===== src/timer_pkg.sv =====
// constants for the 8-bit timer/counter with shared prescaler
`default_nettype none
package timer_pkg;
  // register indices; byte address is four times the index
  localparam logic [7:0] idx_timer_count_value = 8'h01;
  localparam logic [7:0] idx_interrupt_control = 8'h0B;
  localparam logic [7:0] idx_timer_options = 8'h81;
  localparam logic [7:0] idx_port_a_direction = 8'h85;
  localparam int addr_width = 12;
  localparam int data_width = 32;
  // timer_options field positions
  localparam int pos_clock_source_select = 5;
  localparam int pos_count_edge_select = 4;
  localparam int pos_prescaler_assign = 3;
  localparam int pos_prescale_ratio_lo = 0;
  localparam int width_prescale_ratio = 3;
  // interrupt_control field positions
  localparam int pos_overflow_irq_enable = 5;
  localparam int pos_overflow_flag = 2;
  // reset values
  localparam logic [7:0] rst_timer_count_value = 8'h00;
  localparam logic [7:0] rst_interrupt_control = 8'h00;
  localparam logic [7:0] rst_timer_options = 8'hFF;
  localparam logic [7:0] rst_port_a_direction = 8'hFF;
  // timing: four clocks per instruction cycle, phases q1..q4
  localparam logic [1:0] phase_q2 = 2'h1;
  localparam logic [1:0] phase_q4 = 2'h3;
  localparam logic [1:0] write_inhibit_cycles = 2'h2;
  localparam int prescaler_width = 8;
endpackage : timer_pkg
`default_nettype wire


===== src/prescale_if.sv =====
// link between the timer control logic and the prescaler engine
`default_nettype none
interface prescale_if;
  logic q2;
  logic q4;
  logic count_mode;
  logic edge_falling;
  logic assign_wdt;
  logic [2:0] ratio;
  logic clear_pre;
  logic run;
  logic count_pulse;
  logic wdt_tick;
  modport ctrl (
    output q2, q4, count_mode, edge_falling, assign_wdt, ratio, clear_pre, run,
    input count_pulse, wdt_tick
  );
  modport engine (
    input q2, q4, count_mode, edge_falling, assign_wdt, ratio, clear_pre, run,
    output count_pulse, wdt_tick
  );
endinterface : prescale_if
`default_nettype wire


===== src/prescale_engine.sv =====
// shared prescaler and phase-clock synchroniser
`default_nettype none
module prescale_engine (
  input wire logic clk,
  input wire logic rst,
  input wire logic external_count_input,
  input wire logic watchdog_osc_tick,
  prescale_if.engine pif
);
  // ------------------------------------------------------------
  // source edge
  // ------------------------------------------------------------
  logic src_level;
  logic src_prev_reg;
  logic src_edge;
  logic pre_in;
  logic out_level;
  logic [timer_pkg::prescaler_width-1:0] pre_reg;
  logic pre_bit_prev_reg;
  logic s1_reg;
  logic s2_reg;
  logic s3_reg;
  logic direct_timer;

  assign src_level = external_count_input ^ pif.edge_falling; // RULE4
  assign src_edge = src_level & ~src_prev_reg;

  always_ff @(posedge clk) begin
    if (rst) begin
      // reset options pick falling edge with the pin idle low: level high
      src_prev_reg <= 1'b1;
    end else begin
      src_prev_reg <= src_level;
    end
  end

  // ------------------------------------------------------------
  // prescaler counter
  // ------------------------------------------------------------
  always_comb begin
    if (pif.assign_wdt) begin
      pre_in = watchdog_osc_tick; // RULE5
    end else if (pif.count_mode) begin
      pre_in = src_edge; // RULE14
    end else begin
      pre_in = pif.q4;
    end
  end

  always_ff @(posedge clk) begin
    if (rst) begin
      pre_reg <= '0;
    end else if (pif.clear_pre) begin
      pre_reg <= '0; // RULE15 RULE16
    end else if (pif.run && pre_in) begin
      pre_reg <= pre_reg + 8'h01; // RULE14
    end
  end

  // ratio r taps bit r: divide by two to the r plus one
  assign out_level = (pif.count_mode && pif.assign_wdt) ? src_level
                   : pre_reg[pif.ratio]; // RULE6 RULE19

  always_ff @(posedge clk) begin
    if (rst) begin
      pre_bit_prev_reg <= 1'b0;
    end else begin
      pre_bit_prev_reg <= pre_reg[pif.ratio];
    end
  end
  assign pif.wdt_tick = pif.assign_wdt & pre_reg[pif.ratio] & ~pre_bit_prev_reg;

  // ------------------------------------------------------------
  // q2/q4 sampling
  // ------------------------------------------------------------
  always_ff @(posedge clk) begin
    if (rst) begin
      // start high so the idle input gives no false edge after reset
      s1_reg <= 1'b1;
      s2_reg <= 1'b1;
      s3_reg <= 1'b1;
    end else begin
      if (pif.q2) begin
        s1_reg <= out_level; // RULE12
      end
      if (pif.q4) begin
        s2_reg <= s1_reg; // RULE12
        s3_reg <= s2_reg;
      end
    end
  end

  assign direct_timer = ~pif.count_mode & pif.assign_wdt;
  assign pif.count_pulse = pif.run & (direct_timer ? pif.q4
                         : (pif.q4 & s2_reg & ~s3_reg)); // RULE1 RULE3 RULE13
endmodule : prescale_engine
`default_nettype wire


===== src/timer_counter.sv =====
// 8-bit timer/counter with apb registers and overflow interrupt
//
// How it works
// RULE1: option bit 5 clear, no prescaler: count once per instruction cycle.
// RULE2: counter write blocks counting for two instruction cycles afterwards.
// RULE3: option bit 5 set: count edges on the external count input.
// RULE4: option bit 4 picks rising edge when clear, falling edge when set.
// RULE5: option bit 3 gives the one prescaler to counter or watchdog.
// RULE6: with prescaler on counter, ratio field divides by 2 up to 256.
// RULE7: prescaler count has no register address, cannot be read or loaded.
// RULE8: rollover from FF to 00 sets overflow flag, interrupt control bit 2.
// RULE9: interrupt request only while enable bit 5 is set.
// RULE10: flag stays set until software clears it; clear before re-enabling.
// RULE11: during sleep the counter and prescaler are stopped.
// RULE12: prescaler output or raw input is sampled on q2 and q4.
// RULE13: in counter mode the count lags the external edge by the sync.
// RULE14: shared 8-bit prescaler divides the input ahead of sync, symmetric output.
// RULE15: counter write clears prescaler while it is given to the counter.
// RULE16: watchdog clear instruction clears prescaler while given to watchdog.
// RULE17: software clears watchdog and counter before moving prescaler to watchdog.
// RULE18: software clears watchdog before moving prescaler to the counter.
// RULE19: ratio value r selects division by two to the power r plus one.
//
// Added by the designer: register access over APB.
`default_nettype none
module timer_counter (
  input wire logic clk,
  input wire logic rst,
  input wire logic psel,
  input wire logic penable,
  input wire logic pwrite,
  input wire logic [timer_pkg::addr_width-1:0] paddr,
  input wire logic [timer_pkg::data_width-1:0] pwdata,
  output logic [timer_pkg::data_width-1:0] prdata,
  output logic pready,
  output logic pslverr,
  input wire logic external_count_input,
  input wire logic watchdog_osc_tick,
  input wire logic watchdog_clear_instr,
  input wire logic sleep,
  output logic irq,
  output logic watchdog_tick,
  output logic watchdog_clear,
  output logic [7:0] port_a_direction
);
  // ------------------------------------------------------------
  // address decode
  // ------------------------------------------------------------
  typedef enum {sel_none, sel_count, sel_intctl, sel_options, sel_porta} reg_sel_t;

  function automatic reg_sel_t decode(input logic [timer_pkg::addr_width-1:0] a);
    reg_sel_t s;
    s = sel_none;
    if (a[1:0] == 2'h0) begin
      if (a[11:2] == {2'h0, timer_pkg::idx_timer_count_value}) begin
        s = sel_count;
      end else if (a[11:2] == {2'h0, timer_pkg::idx_interrupt_control}) begin
        s = sel_intctl;
      end else if (a[11:2] == {2'h0, timer_pkg::idx_timer_options}) begin
        s = sel_options;
      end else if (a[11:2] == {2'h0, timer_pkg::idx_port_a_direction}) begin
        s = sel_porta;
      end
    end
    return s;
  endfunction : decode

  logic [7:0] count_reg;
  logic [7:0] intctl_reg;
  logic [7:0] options_reg;
  logic [7:0] porta_reg;
  logic [1:0] phase_reg;
  logic [1:0] inhibit_reg;
  logic [timer_pkg::data_width-1:0] prdata_reg;
  logic pready_reg;
  logic pslverr_reg;
  logic irq_reg;
  logic wdt_tick_reg;
  logic wdt_clear_reg;
  reg_sel_t sel;
  logic setup;
  logic access;
  logic wr_count;
  logic wr_intctl;
  logic wr_options;
  logic wr_porta;
  logic increment;
  logic overflow;
  logic [7:0] rd_value;

  prescale_if pif ();

  assign sel = decode(paddr);
  assign setup = psel & ~penable;
  assign access = psel & penable & pready_reg;
  assign wr_count = access & pwrite & (sel == sel_count);
  assign wr_intctl = access & pwrite & (sel == sel_intctl);
  assign wr_options = access & pwrite & (sel == sel_options);
  assign wr_porta = access & pwrite & (sel == sel_porta);

  // ------------------------------------------------------------
  // apb slave, zero wait states
  // ------------------------------------------------------------
  // prescaler count is absent from this map
  always_comb begin
    unique case (sel)
      sel_count: rd_value = count_reg;
      sel_intctl: rd_value = intctl_reg;
      sel_options: rd_value = options_reg;
      sel_porta: rd_value = porta_reg;
      sel_none: rd_value = 8'h00; // RULE7
    endcase
  end

  always_ff @(posedge clk) begin
    if (rst) begin
      pready_reg <= 1'b0;
      pslverr_reg <= 1'b0;
      prdata_reg <= '0;
    end else begin
      pready_reg <= setup;
      if (setup) begin
        pslverr_reg <= (sel == sel_none);
        prdata_reg <= {24'h000000, rd_value};
      end else begin
        pslverr_reg <= 1'b0;
      end
    end
  end

  // ------------------------------------------------------------
  // instruction phase clock
  // ------------------------------------------------------------
  always_ff @(posedge clk) begin
    if (rst) begin
      phase_reg <= 2'h0;
    end else begin
      phase_reg <= phase_reg + 2'h1;
    end
  end

  // ------------------------------------------------------------
  // prescaler engine hookup
  // ------------------------------------------------------------
  assign pif.q2 = (phase_reg == timer_pkg::phase_q2);
  assign pif.q4 = (phase_reg == timer_pkg::phase_q4);
  assign pif.count_mode = options_reg[timer_pkg::pos_clock_source_select]; // RULE3
  assign pif.edge_falling = options_reg[timer_pkg::pos_count_edge_select]; // RULE4
  assign pif.assign_wdt = options_reg[timer_pkg::pos_prescaler_assign]; // RULE5
  assign pif.ratio = options_reg[timer_pkg::pos_prescale_ratio_lo +:
                                 timer_pkg::width_prescale_ratio]; // RULE6
  assign pif.clear_pre = (wr_count & ~pif.assign_wdt)
                       | (watchdog_clear_instr & pif.assign_wdt); // RULE15 RULE16
  assign pif.run = ~sleep; // RULE11

  prescale_engine engine_i (
    .clk(clk),
    .rst(rst),
    .external_count_input(external_count_input),
    .watchdog_osc_tick(watchdog_osc_tick),
    .pif(pif)
  );

  // ------------------------------------------------------------
  // counter and write inhibit
  // ------------------------------------------------------------
  assign increment = pif.count_pulse & (inhibit_reg == 2'h0) & ~sleep
                   & ~wr_count; // RULE2 RULE11
  assign overflow = increment & (count_reg == 8'hFF); // RULE8

  always_ff @(posedge clk) begin
    if (rst) begin
      inhibit_reg <= 2'h0;
    end else if (wr_count) begin
      inhibit_reg <= timer_pkg::write_inhibit_cycles; // RULE2
    end else if (pif.q4 && inhibit_reg != 2'h0) begin
      inhibit_reg <= inhibit_reg - 2'h1; // RULE2
    end
  end

  always_ff @(posedge clk) begin
    if (rst) begin
      count_reg <= timer_pkg::rst_timer_count_value;
    end else if (wr_count) begin
      count_reg <= pwdata[7:0];
    end else if (increment) begin
      count_reg <= count_reg + 8'h01; // RULE1 RULE3 RULE13
    end
  end

  // ------------------------------------------------------------
  // registers
  // ------------------------------------------------------------
  always_ff @(posedge clk) begin
    if (rst) begin
      options_reg <= timer_pkg::rst_timer_options;
    end else if (wr_options) begin
      options_reg <= pwdata[7:0];
    end
  end

  always_ff @(posedge clk) begin
    if (rst) begin
      porta_reg <= timer_pkg::rst_port_a_direction;
    end else if (wr_porta) begin
      porta_reg <= pwdata[7:0];
    end
  end

  // flag: write one clears, a new overflow wins over the clear
  always_ff @(posedge clk) begin
    if (rst) begin
      intctl_reg <= timer_pkg::rst_interrupt_control;
    end else begin
      if (wr_intctl) begin
        for (int i = 0; i < 8; i++) begin
          if (i != timer_pkg::pos_overflow_flag) begin
            intctl_reg[i] <= pwdata[i];
          end
        end
      end
      if (overflow) begin
        intctl_reg[timer_pkg::pos_overflow_flag] <= 1'b1; // RULE8 RULE10
      end else if (wr_intctl && pwdata[timer_pkg::pos_overflow_flag]) begin
        intctl_reg[timer_pkg::pos_overflow_flag] <= 1'b0; // RULE10
      end
    end
  end

  // ------------------------------------------------------------
  // interrupt and watchdog outputs
  // ------------------------------------------------------------
  always_ff @(posedge clk) begin
    if (rst) begin
      irq_reg <= 1'b0;
      wdt_tick_reg <= 1'b0;
      wdt_clear_reg <= 1'b0;
    end else begin
      irq_reg <= intctl_reg[timer_pkg::pos_overflow_flag]
               & intctl_reg[timer_pkg::pos_overflow_irq_enable]; // RULE9
      wdt_tick_reg <= pif.wdt_tick; // RULE5
      wdt_clear_reg <= watchdog_clear_instr; // RULE16
    end
  end

  assign prdata = prdata_reg;
  assign pready = pready_reg;
  assign pslverr = pslverr_reg;
  assign irq = irq_reg;
  assign watchdog_tick = wdt_tick_reg;
  assign watchdog_clear = wdt_clear_reg;
  assign port_a_direction = porta_reg;
endmodule : timer_counter
`default_nettype wire


===== config.mk =====
export PLATFORM = sky130hd
export DESIGN_NAME = timer_counter
export DESIGN_NICKNAME = d
export VERILOG_FILES = /design/src/timer_pkg.sv /design/src/prescale_if.sv /design/src/prescale_engine.sv /design/src/timer_counter.sv
export SDC_FILE = /design/constraint.sdc
export NUM_CORES = 1
export LEC_CHECK = 0
export ABC_AREA = 0
export BUFFER_PORTS_ARGS = -buffer_cell sky130_fd_sc_hd__buf_2
export CAP_MARGIN = 25
export CORE_ASPECT_RATIO = 1.1
export CORE_MARGIN = 2
export CORE_UTILIZATION = 30
export DETAILED_ROUTE_END_ITERATION = 10
export GPL_ROUTABILITY_DRIVEN = 0
export SLEW_MARGIN = 20
export SYNTH_ARGS = -nofsm -noshare
export SYNTH_HDL_FRONTEND = slang
export SYNTH_SLANG_ARGS = --single-unit

===== constraint.sdc =====
create_clock -name clk -period 4.1 [get_ports clk]
set_input_delay 0.82 -clock clk [delete_from_list [all_inputs] [get_ports clk]]
set_output_delay 0.82 -clock clk [all_outputs]
set_load 0.05 [all_outputs]

Word-level counts from Yosys, hierarchy flattened
Index checks and enable logic that the tools add are counted.
Storage, ports and cells
  flip-flop bits (word level): 62
  output and inout bits: 45
Operators by class
  reduce and logical (&&, ||, !) cells: 15
  $lt $le $gt $ge: 1
  equal/unequal tests: 15
  bitwise logic cells: 33
  add/sub/neg operators: 4
  muxes and demuxes: 18
Operators with widths (count)
  == test 32 x 2 -> 1 bit, second input constant: 3
  == test 32 x 3 -> 1 bit, second input constant: 3
  logical NOT 32 bit: 2
  one-hot mux 8 bit (5 select lines): 1
  == test 32 x 1 -> 1 bit, second input constant: 1
  == test 32 x 4 -> 1 bit, second input constant: 1
  AND 1 bit: 22
  == test 10 x 8 -> 1 bit, second input constant: 2
  adder 8 x 1 -> 8 bit, second input constant: 2
  2-to-1 mux 8 bit: 2
  2-to-1 mux 3 bit: 5
  == test 10 x 1 -> 1 bit, second input constant: 1
  == test 10 x 4 -> 1 bit, second input constant: 1
  NOT 1 bit: 9
  == test 8 bit, second input constant: 1
  nonzero test 2 bit: 4
  2-to-1 mux 1 bit: 7
  OR reduction 2 bit: 3
  logical AND 1 bit: 4
  logical NOT 2 bit: 2
  < comparator 3 x 4 -> 1 bit, second input constant: 1
  2-to-1 mux 2 bit: 2
  binary-select mux 1 bit (select 3 bit): 1
  adder 2 x 1 -> 2 bit, second input constant: 1
  5 further kinds: 5

Depth between registers and ports, before layout
  depth in word-level cells: 12
  depth in mapped cells: 6

By module
Synthesis repeated with hierarchy kept, for this count alone.
Second synthesis, totals
  cell total of the unflattened synthesis: 356
  area, all modules: 3131.8 um^2
Modules (own cells, without submodules)
  timer_counter: area an instance 2452.4 um^2, cells an instance 279, times used 1
  prescale_engine: area an instance 679.4 um^2, cells an instance 77, times used 1

Worst setup path before layout
Ideal clock, no wire load.
  path type: input port to flip-flop
  start: input port paddr[6] (netlist name)
  end: register prdata_reg (netlist bit prdata[6])
  data arrival time: 2.474 ns
  stages on the path: 6
  library setup time: 0.122 ns
  data required time: 3.978 ns
  slack: 1.504 ns
  path buffers: 2
  cell sequence: or4_4 > buf_6 > or2_1 > or3_1 > buf_6 > o311a_1
On the way
  cells in the longest elaborated chain, start to end: 8
  elaborated cells between the ends (all ways): 15
  those cells by class: eq/ne (8); mux (6); reduce/logical (1)
RTL lines
  start: declaration: line timer_counter.sv:32  | input wire logic [timer_pkg::addr_width-1:0] paddr,
  == test 10 x 8 -> 1 bit: line timer_counter.sv:61  | end else if (a[11:2] == {2'h0, timer_pkg::idx_port_a_direction}) begin
  2-to-1 mux 3 bit: line timer_counter.sv:61
  2-to-1 mux 3 bit: line timer_counter.sv:59  | end else if (a[11:2] == {2'h0, timer_pkg::idx_timer_options}) begin
  2-to-1 mux 3 bit: line timer_counter.sv:57  | end else if (a[11:2] == {2'h0, timer_pkg::idx_interrupt_control}) begin
  2-to-1 mux 3 bit (*): line timer_counter.sv:55  | if (a[11:2] == {2'h0, timer_pkg::idx_timer_count_value}) begin
  2-to-1 mux 3 bit (*): line timer_counter.sv:54  | if (a[1:0] == 2'h0) begin
  == test 32 x 3 -> 1 bit (tied with other cells): line timer_counter.sv:106  | unique case (sel)
  one-hot mux 8 bit (5 select lines) (*): line timer_counter.sv:106
  end signal: assignment: line timer_counter.sv:124  | prdata_reg <= {24'h000000, rd_value};
  end: declaration: line timer_counter.sv:74  | logic [timer_pkg::data_width-1:0] prdata_reg;
Every way passes the cells marked *; elsewhere a longest branch is shown, timed or not.
A chain may end at the register's enable or synchronous reset.

Worst setup path in the final report
  start: input port paddr[4] (netlist name)
  end: register count_reg[5]
On the way
  cells in the longest elaborated chain, start to end: 11
  elaborated cells between the ends (all ways): 15
  those cells by class: eq/ne (5); mux (6); bitwise (3); reduce/logical (1)
RTL lines
  == test 10 x 8 -> 1 bit: line timer_counter.sv:61
  2-to-1 mux 3 bit: line timer_counter.sv:61
  2-to-1 mux 3 bit: line timer_counter.sv:59
  2-to-1 mux 3 bit: line timer_counter.sv:57
  2-to-1 mux 3 bit (*): line timer_counter.sv:55
  2-to-1 mux 3 bit (*): line timer_counter.sv:54
  == test 32 x 2 -> 1 bit (*): line timer_counter.sv:96  | assign wr_count = access & pwrite & (sel == sel_count);
  AND 1 bit (*): line timer_counter.sv:96
  NOT 1 bit: line timer_counter.sv:168  | & ~wr_count;
  AND 1 bit: line timer_counter.sv:168
  nonzero test 2 bit (no source line)
  end signal: assignment: line timer_counter.sv:183  | count_reg <= timer_pkg::rst_timer_count_value;
  end signal: assignment: line timer_counter.sv:185  | count_reg <= pwdata[7:0];
  end signal: assignment: line timer_counter.sv:187  | count_reg <= count_reg + 8'h01;
  end: declaration: line timer_counter.sv:68  | logic [7:0] count_reg;
Marks and branches as above.

==> flow_results.xml <==
<?xml version="1.0" encoding="UTF-8"?>
<metrics>
  <group name="detailed_routing">
    <metric name="vias_per_cell" unit="">5.294</metric>
    <metric name="wl_met3" unit="um">462</metric>
    <metric name="via_total_after_detailed_routing" unit="">3065</metric>
    <metric name="m1WireLength" unit="um">4396</metric>
    <metric name="totalWireLength" unit="um">9287</metric>
    <metric name="drt_iter0_markers" unit="">131</metric>
    <metric name="detail-route-antenna-nets" unit="">0</metric>
    <metric name="residual_drc_count" unit="">0</metric>
    <metric name="top_layer_used" unit="">met4</metric>
    <metric name="met2RoutedLength" unit="um">4273</metric>
    <metric name="routed_wire_length_per_instance" unit="um">16.04</metric>
    <metric name="detail_route.first_pass.iterations" unit="">4</metric>
  </group>
  <group name="synthesis">
    <metric name="synth.largest_area_cell" unit="">dfxtp_1</metric>
    <metric name="synth_seq_cells" unit="">62</metric>
    <metric name="ys.flop_type" unit="">dfxtp_1</metric>
    <metric name="synth-edff-count" unit="">0</metric>
    <metric name="postSynthCellCount" unit="">391</metric>
    <metric name="synth_seq_area_share" unit="">0.3684</metric>
    <metric name="synth_top_cells_by_area" unit="">dfxtp_1 37%, buf_4 5.3%, and3_1 4.3%, a211o_1 3.9%, a21oi_1 3.6%</metric>
    <metric name="ys_async_sr_fraction" unit="">0</metric>
    <metric name="synth_warnings" unit="">0</metric>
    <metric name="synth_area_per_cell" unit="um2">8.618</metric>
    <metric name="synth_cell_type_count" unit="">59</metric>
    <metric name="synth.top_cell.area_share" unit="">0.3684</metric>
    <metric name="mappedNetlistArea" unit="um2">3369</metric>
  </group>
  <group name="sta">
    <metric name="fmax" unit="GHz">0.3721</metric>
    <metric name="totalNegativeSetupSlack" unit="ns">0</metric>
    <metric name="timing.max_slew.rel_slack" unit="">0.5395</metric>
    <metric name="period_minus_slack" unit="ns">2.687</metric>
    <metric name="drv_slew" unit="">0</metric>
    <metric name="worst_pin_slew" unit="ns">0.6734</metric>
    <metric name="setup-violations-final" unit="">0</metric>
    <metric name="timing.final.crit_share" unit="">0.6555</metric>
    <metric name="clock_skew" unit="ns">0.005626</metric>
    <metric name="finalHoldWorstSlack" unit="ns">0.3901</metric>
    <metric name="rsz0062_at_grt" unit="">no</metric>
    <metric name="hold_viol_final" unit="">0</metric>
    <metric name="layout_setup_ws" unit="ns">1.413</metric>
  </group>
  <group name="min_path">
    <metric name="worst_hold_path.num_cells" unit="">1</metric>
    <metric name="hp-class" unit="">reg2reg</metric>
  </group>
  <group name="global_route">
    <metric name="initial_antenna_violation_count" unit="">0</metric>
    <metric name="grt_max_degree" unit="">41</metric>
    <metric name="first_global_vias" unit="">2994</metric>
    <metric name="grt_first_pass_wirelength" unit="um">15170</metric>
    <metric name="gr-usage-all-layers" unit="">0.1587</metric>
    <metric name="grt_overflow" unit="">0</metric>
  </group>
  <group name="die">
    <metric name="design.portCount" unit="">98</metric>
    <metric name="die_height" unit="um">115.2</metric>
    <metric name="start_util" unit="">0.3074</metric>
    <metric name="placementRows" unit="">40</metric>
    <metric name="die_ar" unit="um2">12100</metric>
    <metric name="coreArea" unit="um2">10960</metric>
    <metric name="die_x" unit="um">105.0</metric>
  </group>
  <group name="clocking">
    <metric name="cts_inserted_buffers" unit="">9</metric>
    <metric name="post_cts_buffers" unit="">0</metric>
    <metric name="ctsLongestPathBuffers" unit="">2</metric>
    <metric name="cts-root-buf" unit="">clkbuf_16</metric>
    <metric name="ctsHoldBuffers" unit="">0</metric>
    <metric name="clock_sinks" unit="">62</metric>
    <metric name="htree_levels" unit="">3</metric>
    <metric name="cts_resized" unit="">0</metric>
    <metric name="insertion_delay" unit="ns">0.33</metric>
    <metric name="tritoncts_clock_tree" unit="">built</metric>
    <metric name="post_cts_clock_slew_at_the_launch_and_capture_registers_of_the_worst_setup_and_hold_paths" unit="ns">0.05</metric>
  </group>
  <group name="pwr">
    <metric name="ir_drop" unit="mV">0.1824</metric>
    <metric name="leakage" unit="nW">1.511</metric>
    <metric name="power-per-cell-area" unit="nW/um2">397.5</metric>
  </group>
  <group name="run">
    <metric name="maximum_capacitance_violations" unit="">0</metric>
  </group>
  <group name="run_status">
    <metric name="status" unit="">finished clean</metric>
  </group>
  <group name="placed_design">
    <metric name="hpwlAfterDp" unit="um">6840</metric>
    <metric name="placement.setup.worst_slack" unit="ns">1.106</metric>
    <metric name="numPortBuffers" unit="">49</metric>
    <metric name="dpl.cell_count" unit="">564</metric>
  </group>
  <group name="worst_setup_path">
    <metric name="worst-path-stages" unit="">5</metric>
    <metric name="endpoint_kind" unit="">register</metric>
    <metric name="worstSetupPathType" unit="">in2reg</metric>
    <metric name="start_kind" unit="">input port</metric>
    <metric name="crit_family" unit="">simple AND/OR/NAND/NOR gates</metric>
    <metric name="critical_path.max_fanout" unit="">12</metric>
    <metric name="critical_path_buf_inv_count" unit="">1</metric>
    <metric name="crit_required" unit="ns">4.33</metric>
    <metric name="critical_path.slowest_cell" unit="">or4b_1</metric>
    <metric name="slowest_delay" unit="ns">0.75</metric>
    <metric name="worstPathArrival" unit="ns">2.92</metric>
    <metric name="timing.critical_path.cells" unit="">buf_2 &gt; or4b_1 &gt; or2_2 &gt; nand2b_1 &gt; a311oi_1</metric>
    <metric name="reg2regPathDepth" unit="">5</metric>
  </group>
  <group name="cells_and_area">
    <metric name="finish.cell_count_without_fillers" unit="">579</metric>
    <metric name="areaGrowthSynthToFinish" unit="%">16.82</metric>
    <metric name="ratio_of_cells_with_drive_above_1_in_the_final_layout" unit="">0.1759</metric>
    <metric name="insertedDiodeCount" unit="">0</metric>
    <metric name="fillCellCount" unit="">1131</metric>
    <metric name="finish.net_count" unit="">486</metric>
  </group>
</metrics>
[where the power goes]
group	internal [mW]	switching (mW)	total [mW]
Combinational	0.0243	0.0995	0.124
Clock	0.562	0.268	0.829
Sequential	0.608	0.00310	0.611
[layout make-up]
type                    count  area [um2]  share of cell area
clock buffers              12       256.5             0.06516
clock inverters             3       67.56             0.01716
inverters                  18       67.56             0.01716
multi-input cells         286        1859              0.4723
flip-flops and latches     62        1241              0.3153
well taps                 147       183.9             0.04673
repair buffers             51       260.3             0.06612
[metrics by stage]
| stage | instance area, um2 | utilization | total power [mW] |
|---|---|---|---|
| 6_report | 3936 | 0.3591 | 1.565 |
| 4_1_cts | 3936 | 0.3591 | 1.574 |
| 2_1_floorplan | 3456 | - | 0.7302 |
| 3_3_place_gp | 3612 | 0.3296 | 0.7452 |
| 5_1_grt | 3936 | 0.3591 | 1.618 |
| 3_5_place_dp | 3612 | 0.3296 | 0.7466 |
[cell usage in the layout, fill, tap and decap left out, drive strengths merged, types with 17 or more instances in the layout]
cell type	count
inv	18
and3	23
buf	51
a21oi	24
o21ai	21
nand3	21
nor3	17
nand2	20
dfxtp	62
conb	24
[Yosys cell counts, types with 3 or more instances]
cell	number
nand2_1	19
or4_1	8
ha_1	5
and3_1	23
mux2i_1	5
clkbuf_1	20
a21boi_0	8
o31ai_1	9
a211oi_1	5
nand2b_1	5
a21oi_1	24
inv_1	18
nor3_1	16
nand3_1	21
o221ai_1	9
nand4_1	4
xnor2_1	6
o21ai_0	19
a211o_1	15
nor2b_1	3
dfxtp_1	62
o311a_1	6
or3_1	6
o211a_1	3
nor2_1	6
buf_4	24
[worst paths after layout]
kind	slack, ns	to	start
setup reg to reg	2.11	count_reg[5]$_SDFFE_PP0P_	phase_reg[0]$_SDFF_PP0_
setup / recovery	1.41	count_reg[5]$_SDFFE_PP0P_	paddr[4]
hold / removal	0.39	watchdog_tick$_SDFF_PP0_	engine_i.pre_bit_prev_reg$_SDFF_PP0_
hold reg to reg	0.39	watchdog_tick$_SDFF_PP0_	engine_i.pre_bit_prev_reg$_SDFF_PP0_
[cell families (layout without fill, tap and decap cells)]
group                      Yosys count  count (layout)  share of synthesized area
AOI/OAI and AO/OA                  111             111                     0.2369
other                                1              24                   0.001113
and+or+nand+nor                    133             133                     0.2332
adders and majority gates            5               5                    0.01857
buffers and inverters               66              84                     0.1055
muxes                                6               6                    0.01820
xor gates and xnor gates             7               7                    0.01820
DFF                                 62              62                     0.3684
[metal layers]
layer	global-route usage	up-vias
met1	0.2031	1475
li1	-	1493
met3	0.03175	10
met4	0.06667	0
met5	0	-
met2	0.2623	87
Power figures use the tool's default switching activity.
